## src/include/coe_regs.vh

```
// Constants for the clock output enable control block
`ifndef COE_REGS_VH
`define COE_REGS_VH

// Serial bus: 7-bit device address and byte positions in a write
`define COE_DEV_ADDR        7'h69
`define COE_IDX_ADDR        3'h0
`define COE_IDX_CMD         3'h1
`define COE_IDX_COUNT       3'h2
`define COE_IDX_EN_LOW      3'h3
`define COE_IDX_EN_HIGH     3'h4
`define COE_IDX_LAST        3'h5

// Enable register layout and power-up values
`define COE_EN_LOW_RST      8'hFF
`define COE_EN_HIGH_RST     8'hC0
`define COE_EN_HIGH_PAIR8   7
`define COE_EN_HIGH_PAIR9   6

// Reference frequency floor (design figure) against system clock
`define COE_CLK_MHZ         100
`define COE_REF_MIN_MHZ     30
`define COE_REF_MAX_CYC     (`COE_CLK_MHZ / `COE_REF_MIN_MHZ)

`endif

```

## src/rtl/coe_clk_ctrl.v

```verilog
// Top of the clock output enable control block with serial write port
`timescale 1ns/1ns
`default_nettype none
`include "coe_regs.vh"

// What this block does
// - Disabled pair floats, enabled pair is driven
// - Feedback pair is never disabled by writes
// - Enable writes never cut a clock pulse
// - Supply strap low bypasses and stops PLL
// - Low byte bit 7 is pair 0, reset ones
// - Slow reference with supply strap high floats all outputs, PLL off
// - High byte bits 7,6 are pairs 8,9
module coe_clk_ctrl (
    // Clock and reset
    input  wire       clk,
    input  wire       sys_rst,
    // Reference clock and PLL supply strap
    input  wire       ref_clk_true,
    input  wire       pll_supply_strap,
    // Serial bus
    input  wire       serial_clk_pin,
    input  wire       serial_data_in,
    output reg        serial_data_out_q,
    output reg        serial_data_oe_q,
    // Clock output pairs
    output wire [9:0] out_clk_true,
    output wire [9:0] out_clk_comp,
    output wire [9:0] out_clk_oe,
    // Feedback pair
    output reg        fb_out_true_q,
    output reg        fb_out_comp_q,
    output reg        fb_out_oe_q,
    // Status
    output reg        pll_on_q
);

    localparam [3:0] ST_IDLE = 4'h1;
    localparam [3:0] ST_RX   = 4'h2;
    localparam [3:0] ST_ACK  = 4'h4;
    localparam [3:0] ST_SKIP = 4'h8;

    // Constants sized to the registers they meet
    localparam [31:0] REF_MAX_W   = `COE_REF_MAX_CYC;
    localparam [3:0]  REF_MAX     = REF_MAX_W[3:0];
    localparam [7:0]  EN_HIGH_RST = `COE_EN_HIGH_RST;

    ////////////////////////////////////////////////////////////////////////////////
    // Input synchronisers
    reg [1:0] ref_sync_q;
    reg [1:0] strap_sync_q;
    reg [1:0] scl_sync_q;
    reg [1:0] sda_sync_q;
    reg       ref_prev_q;
    reg       scl_prev_q;
    reg       sda_prev_q;

    always @(posedge clk) begin
        if (sys_rst) begin
            ref_sync_q   <= 2'h0;
            strap_sync_q <= 2'h3;
            scl_sync_q   <= 2'h3;
            sda_sync_q   <= 2'h3;
            ref_prev_q   <= 1'b0;
            scl_prev_q   <= 1'b1;
            sda_prev_q   <= 1'b1;
        end else begin
            ref_sync_q   <= {ref_sync_q[0], ref_clk_true};
            strap_sync_q <= {strap_sync_q[0], pll_supply_strap};
            scl_sync_q   <= {scl_sync_q[0], serial_clk_pin};
            sda_sync_q   <= {sda_sync_q[0], serial_data_in};
            ref_prev_q   <= ref_sync_q[1];
            scl_prev_q   <= scl_sync_q[1];
            sda_prev_q   <= sda_sync_q[1];
        end
    end

    wire ref_lvl  = ref_sync_q[1];
    wire scl      = scl_sync_q[1];
    wire sda      = sda_sync_q[1];
    wire ref_rise = ref_lvl & ~ref_prev_q;
    wire scl_rise = scl & ~scl_prev_q;
    wire scl_fall = ~scl & scl_prev_q;
    wire start_ev = scl & scl_prev_q & ~sda & sda_prev_q;
    wire stop_ev  = scl & scl_prev_q & sda & ~sda_prev_q;

    ////////////////////////////////////////////////////////////////////////////////
    // Reference frequency watch and PLL mode
    reg [3:0] ref_cnt_q;
    reg       ref_slow_q;

    always @(posedge clk) begin
        if (sys_rst) begin
            ref_cnt_q  <= 4'h0;
            ref_slow_q <= 1'b1;
            pll_on_q   <= 1'b0;
        end else begin
            if (ref_rise) begin
                ref_cnt_q  <= 4'h0;
                ref_slow_q <= (ref_cnt_q > REF_MAX);
            end else if (ref_cnt_q != 4'hF) begin
                ref_cnt_q <= ref_cnt_q + 4'h1;
                if (ref_cnt_q > REF_MAX) begin
                    ref_slow_q <= 1'b1;
                end
            end
            // Strap low: PLL off; slow reference with PLL active: off too
            pll_on_q <= strap_sync_q[1] & ~ref_slow_q;
        end
    end

    // Float only applies with PLL path selected; bypass passes reference
    wire force_off = strap_sync_q[1] & ref_slow_q;

    ////////////////////////////////////////////////////////////////////////////////
    // Serial write receiver
    reg [3:0] state_q;
    reg [3:0] bit_cnt_q;
    reg [7:0] shift_q;
    reg [2:0] byte_idx_q;
    reg [7:0] en_low_q;
    reg [1:0] en_high_q;

    always @(posedge clk) begin
        if (sys_rst) begin
            state_q           <= ST_IDLE;
            bit_cnt_q         <= 4'h0;
            shift_q           <= 8'h00;
            byte_idx_q        <= 3'h0;
            en_low_q          <= `COE_EN_LOW_RST;
            en_high_q         <= {EN_HIGH_RST[`COE_EN_HIGH_PAIR8],
                                  EN_HIGH_RST[`COE_EN_HIGH_PAIR9]};
            serial_data_out_q <= 1'b0;
            serial_data_oe_q  <= 1'b0;
        end else if (start_ev) begin
            state_q          <= ST_RX;
            bit_cnt_q        <= 4'h0;
            byte_idx_q       <= `COE_IDX_ADDR;
            serial_data_oe_q <= 1'b0;
        end else if (stop_ev) begin
            state_q          <= ST_IDLE;
            serial_data_oe_q <= 1'b0;
        end else begin
            case (state_q)
                ST_IDLE: begin
                    bit_cnt_q <= 4'h0;
                end
                ST_RX: begin
                    if (scl_rise) begin
                        shift_q   <= {shift_q[6:0], sda};
                        bit_cnt_q <= bit_cnt_q + 4'h1;
                    end else if (scl_fall && bit_cnt_q == 4'h8) begin
                        bit_cnt_q <= 4'h0;
                        if (byte_idx_q == `COE_IDX_ADDR &&
                            shift_q != {`COE_DEV_ADDR, 1'b0}) begin
                            // Other address or a read: stay off the bus
                            state_q <= ST_SKIP;
                        end else begin
                            state_q          <= ST_ACK;
                            serial_data_oe_q <= 1'b1;
                            // Command and count bytes are taken and dropped
                            if (byte_idx_q == `COE_IDX_EN_LOW) begin
                                en_low_q <= shift_q;
                            end
                            if (byte_idx_q == `COE_IDX_EN_HIGH) begin
                                en_high_q <= {shift_q[`COE_EN_HIGH_PAIR8],
                                              shift_q[`COE_EN_HIGH_PAIR9]};
                            end
                            if (byte_idx_q != `COE_IDX_LAST) begin
                                byte_idx_q <= byte_idx_q + 3'h1;
                            end
                        end
                    end
                end
                ST_ACK: begin
                    if (scl_fall) begin
                        serial_data_oe_q <= 1'b0;
                        state_q          <= ST_RX;
                    end
                end
                ST_SKIP: begin
                    serial_data_oe_q <= 1'b0;
                end
                default: begin
                    state_q          <= ST_IDLE;
                    serial_data_oe_q <= 1'b0;
                end
            endcase
        end
    end

    ////////////////////////////////////////////////////////////////////////////////
    // Output pairs
    wire [9:0] en_vec = {en_high_q[0], en_high_q[1], en_low_q[0], en_low_q[1],
                         en_low_q[2], en_low_q[3], en_low_q[4], en_low_q[5],
                         en_low_q[6], en_low_q[7]};

    genvar gi;
    generate
        for (gi = 0; gi < 10; gi = gi + 1) begin : g_pair
            coe_pair_gate u_gate (
                .clk        (clk),
                .sys_rst    (sys_rst),
                .ref_lvl    (ref_lvl),
                .en_req     (en_vec[gi]),
                .force_off  (force_off),
                .out_true_q (out_clk_true[gi]),
                .out_comp_q (out_clk_comp[gi]),
                .out_oe_q   (out_clk_oe[gi])
            );
        end
    endgenerate

    // Feedback pair has no enable bit; only a slow reference with supply strap high floats it
    always @(posedge clk) begin
        if (sys_rst) begin
            fb_out_true_q <= 1'b0;
            fb_out_comp_q <= 1'b1;
            fb_out_oe_q   <= 1'b0;
        end else begin
            fb_out_true_q <= ref_lvl;
            fb_out_comp_q <= ~ref_lvl;
            fb_out_oe_q   <= ~force_off;
        end
    end

endmodule

`default_nettype wire

```

## src/rtl/coe_pair_gate.v

```verilog
// Runt-free enable gate for one differential output pair
`timescale 1ns/1ns
`default_nettype none

module coe_pair_gate (
    // Clock and reset
    input  wire clk,
    input  wire sys_rst,
    // Control
    input  wire ref_lvl,
    input  wire en_req,
    input  wire force_off,
    // Pair outputs
    output reg  out_true_q,
    output reg  out_comp_q,
    output reg  out_oe_q
);

    reg en_q;

    always @(posedge clk) begin
        if (sys_rst) begin
            en_q       <= 1'b1;
            out_true_q <= 1'b0;
            out_comp_q <= 1'b1;
            out_oe_q   <= 1'b0;
        end else begin
            // New enable only taken in the low phase, so no pulse is cut
            if (!ref_lvl) begin
                en_q <= en_req;
            end
            out_true_q <= ref_lvl;
            out_comp_q <= ~ref_lvl;
            out_oe_q   <= en_q & ~force_off;
        end
    end

endmodule

`default_nettype wire
```

## config.mk

```make
export PLATFORM = sky130hd
export DESIGN_NAME = coe_clk_ctrl
export DESIGN_NICKNAME = d
export VERILOG_FILES = /design/src/rtl/coe_clk_ctrl.v /design/src/rtl/coe_pair_gate.v
export VERILOG_INCLUDE_DIRS = /design/src /design/src/include
export SDC_FILE = /design/constraint.sdc
export NUM_CORES = 1
export LEC_CHECK = 0
export BUFFER_PORTS_ARGS = -buffer_cell sky130_fd_sc_hd__buf_2
export CAP_MARGIN = 20
export CELL_PAD_IN_SITES_DETAIL_PLACEMENT = 1
export CELL_PAD_IN_SITES_GLOBAL_PLACEMENT = 2
export CORE_ASPECT_RATIO = 1.4
export CORE_MARGIN = 8
export CORE_UTILIZATION = 37
export CTS_CLUSTER_DIAMETER = 200
export DETAILED_ROUTE_END_ITERATION = 10
export PLACE_DENSITY = 0.9
export RECOVER_POWER = 50
export SYNTH_ARGS = -nofsm -noshare
export SYNTH_HDL_FRONTEND = slang
export SYNTH_SLANG_ARGS = --single-unit
```

## constraint.sdc

```tcl
create_clock -name clk -period 5.2 [get_ports clk]
set_input_delay 1.04 -clock clk [delete_from_list [all_inputs] [get_ports clk]]
set_output_delay 1.04 -clock clk [all_outputs]
set_load 0.01 [all_outputs]
```

==> summary.md <==
| Metric | Value |
|---|---|
| Failing checks | `max-capacitance violations, max-slew violations` |
| Crit Path Class | `in -> reg` |
| Max stage delay on crit path | `1230 ps` |
| Sum of negative setup slack | `0 ps` |
| I/O pin cnt | `42` |
| Reg area | `1381 µm²` |
| Fin crit share | `66.67%` |
| Routed vias | `2145` |
| Critical path buffers and inverters | `2` |
| # hold bufs at CTS | `0` |
| Slew @ Worst Pin | `1761 ps` |
| Synth Area in Compound Gates | `11.81%` |
| Synthesis warning total | `0` |
| Post-synth EDFFs | `0` |
| VDD IR max | `158.1 µV` |
| Nets | `343` |
| Levels on crit path | `5` |
| Seq cells post-synth | `69` |
| Synth Area in XOR/XNOR | `0.5885%` |
| Worst-path clk slew | `80 ps` |
| Post-synth cell types | `49` |
| Static leakage | `1.240 nW` |
| Synth Flop Type | `dfxtp_1` |
| Fillers | `954` |
| Post-CTS sizing | `0` |
| Root Buffer Master | `clkbuf_8` |
| Average cell area after synthesis | `9.244 µm²` |
| Rows | `38` |
| Clock Latency Late Sink | `340 ps` |
| Max-slew headroom | `-17.43%` |
| Die width | `91.81 µm` |
| Post-Synth Simple-Gate Area | `22.87%` |
| Max Fclk | `0.2884 GHz` |
| Post-synthesis sequential area ratio | `46.41%` |
| Total Die Area | `11210 µm²` |
| Share of flip-flops with an asynchronous set or reset | `0%` |
| Initial drt markers | `80` |
| Vias per cell | `4.942` |
| Post-Synth Adder-Cell Area | `2.942%` |
| Total grt overflow | `0` |
| First-pass GRT wire length | `10980 µm` |
| Deepest clock path buffer count | `2` |
| WHS Path Cells | `1` |
| CP Max Fanout | `44` |
| Element type at the critical path end | `flip-flop` |
| Final critical-path required period | `3467 ps` |
| Top delay family on crit path | `buffers and inverters` |
| PortBufs | `40` |
| Iteration count of the initial detailed-routing pass | `4` |
| Mapped Nets | `335` |
| Area of the multi-input gates | `1271 µm²` |
| GP Congestion | `0.7843` |
| DRC Markers | `0` |
| Worst EP required | `5430 ps` |
| Total Wirelength | `6569 µm` |
| Status | `finished with violations` |
| Antenna cells | `0` |
| Max Slew Vio Count | `45` |
| Wire length per cell | `15.14 µm` |
| Slowest stage cell, crit path | `clkbuf_1` |
| Initial antenna violation count | `0` |
| Max Cap Viol | `1` |
| Mapped cell area | `2977 µm²` |
| Share of layout cells above drive strength 1 | `17.37%` |
| Clock skew | `9.415 ps` |
| Initial core utilization | `38.17%` |
| Mux contribution to synthesized area | `4.372%` |
| Startpoint type of the worst setup path | `primary input` |
| All-Layer GR Usage | `12.34%` |
| Pwr dens | `352.8 nW/µm²` |
| Total CTS buffers | `9` |
| CTS sink cnt | `69` |
| Final Hold Viols | `0` |
| Core Area | `7797 µm²` |
| Hold WS | `410.7 ps` |
| Crit path DAT | `3700 ps` |
| Largest family of logic cells by synthesized area | `simple AND/OR/NAND/NOR gates` |
| Pin count of the biggest net entering global routing | `45` |
| Worst Reg-to-Reg Cells | `5` |
| RSZ-0062 raised after global routing | `false` |
| H-tree depth | `3` |
| Hold WC Path Type | `reg -> reg` |
| Syn-to-layout area delta | `8.365%` |
| CTS tree | `yes` |
| Syn Inst Count | `322` |
| Die height | `122.1 µm` |
| Vias in the first global route | `2250` |
| Number of post-CTS setup repair buffers | `0` |
| Setup violators final | `0` |
| Final ANT Viol Nets | `0` |
| Worst path cell trace | `clkbuf_1 > inv_1 > o21ai_0 > a211o_1 > nand2_1` |
| HPWL reported at the end of detailed placement | `4776 µm` |
-- path summary, 6_finish.rpt --
check | endpoint | slack (ps) | startpoint
worst min register to register | strap_sync_q[1] | 410 | strap_sync_q[0]
worst max-delay path | byte_idx_q[1] | 1730 | sys_rst
worst min-delay path | strap_sync_q[1] | 410 | strap_sync_q[0]
worst max register to register | en_low_q[4] | 2760 | state_q[1]
-- layout by cell type, fill, tap and decap left out, types with 3 or more instances in the layout --
| cell type | Yosys | layout |
|---|---|---|
| nor2_1 | 21 | 21 |
| o21ai_0 | 7 | 7 |
| clkbuf_1 | 7 | 15 |
| ha_1 | 7 | 7 |
| clkbuf_8 | 0 | 9 |
| mux2i_1 | 13 | 13 |
| nand3_1 | 7 | 7 |
| and2_0 | 0 | 10 |
| or2_2 | 9 | 9 |
| nor3_1 | 12 | 12 |
| nand2b_1 | 3 | 3 |
| nor2b_1 | 8 | 8 |
| inv_1 | 8 | 8 |
| dfxtp_1 | 69 | 69 |
| a21oi_1 | 23 | 23 |
| nand2_1 | 38 | 38 |
| bufinv_16 | 0 | 3 |
| buf_2 | 1 | 25 |
| nor3b_1 | 3 | 3 |
| nand4_1 | 4 | 4 |
-- logic make-up (layout without fill, tap and decap cells) --
| logic type | count (synthesis) | in the layout |
|---|---|---|
| compound gates | 51 | 51 |
| buf+inv | 51 | 63 |
| flops | 69 | 69 |
| fa+ha+maj | 7 | 7 |
| simple gates | 128 | 128 |
| xor+xnor | 2 | 2 |
| mux | 13 | 13 |
| other cells | 1 | 1 |
-- worst register-to-register path, stage by stage (launching register included) --
cell	delay, ps
dfxtp_1	490
nor4b_2	540
nand3_1	280
nor4b_4	770
nor3_1	110
a21oi_1	190
-- where the power goes --
part	switching [mW]	internal, mW	leakage, nW
clock network	0.203	0.317	0.119
registers	0.0127	0.541	0.561
logic	0.0388	0.0258	0.559
-- per-layer routing --
layer	GRT usage [%]	wire [µm]
met1	11.81	2632
met4	5.865	129
met5	0	0
met2	23.17	3467
met3	4.126	340
-- cell type report --
cell class                      instances  share of cell area, %
Sequential cell                        69                  42.82
Multi-Input combinational cell        202                  39.41
Timing Repair Buffer                   40                  5.625
Tap cell                              100                  3.879
Clock buffer                            9                  3.840
Clock inverter                          6                  3.491
Inverter                                8                 0.9310
-- cell usage after synthesis (2+ instances only) --
cell | instances | area share (%)
a211o_1 | 2 | 0.59
a211oi_1 | 2 | 0.50
a21oi_1 | 23 | 3.9
a21oi_2 | 2 | 0.59
a31oi_1 | 2 | 0.42
and2_1 | 12 | 2.5
buf_4 | 33 | 8.3
clkbuf_1 | 7 | 0.88
dfxtp_1 | 69 | 46
ha_1 | 7 | 2.9
inv_1 | 8 | 1.0
mux2i_1 | 13 | 4.4
nand2_1 | 38 | 4.8
nand2b_1 | 3 | 0.63
nand3_1 | 7 | 1.2
nand4_1 | 4 | 0.84
nor2_1 | 21 | 2.6
nor2b_1 | 8 | 1.7
nor3_1 | 12 | 2.0
nor3b_1 | 3 | 0.76
nor4bb_1 | 2 | 0.67
o211a_1 | 2 | 0.67
o21ai_0 | 7 | 1.2
or2_2 | 9 | 1.9
xnor2_1 | 2 | 0.59
-- flip-flops by register name, summed over array words and instances, names as in the netlist, 2 cells and up --
signal                  count
sda_sync_q                  2
en_high_q                   2
scl_sync_q                  2
strap_sync_q                2
state_q                     4
en_low_q                    8
ref_cnt_q                   4
g_pair.u_gate.en_q         10
bit_cnt_q                   4
byte_idx_q                  3
g_pair.u_gate.out_oe_q     10
ref_sync_q                  2
shift_q                     8
-- metrics by stage --
stage	setup WS, ps	cell area (µm²)	cells	power, mW	utilization (%)
floorplan	3329	2977	322	0.6216	-
global placement	2417	3008	419	0.6289	38.58
detailed placement	2347	3008	419	0.6321	38.58
CTS	2713	3244	434	1.153	41.61
global route	1359	3226	434	1.186	41.37
finish	1733	3226	434	1.138	41.37
(Power assumes the default switching activity.)
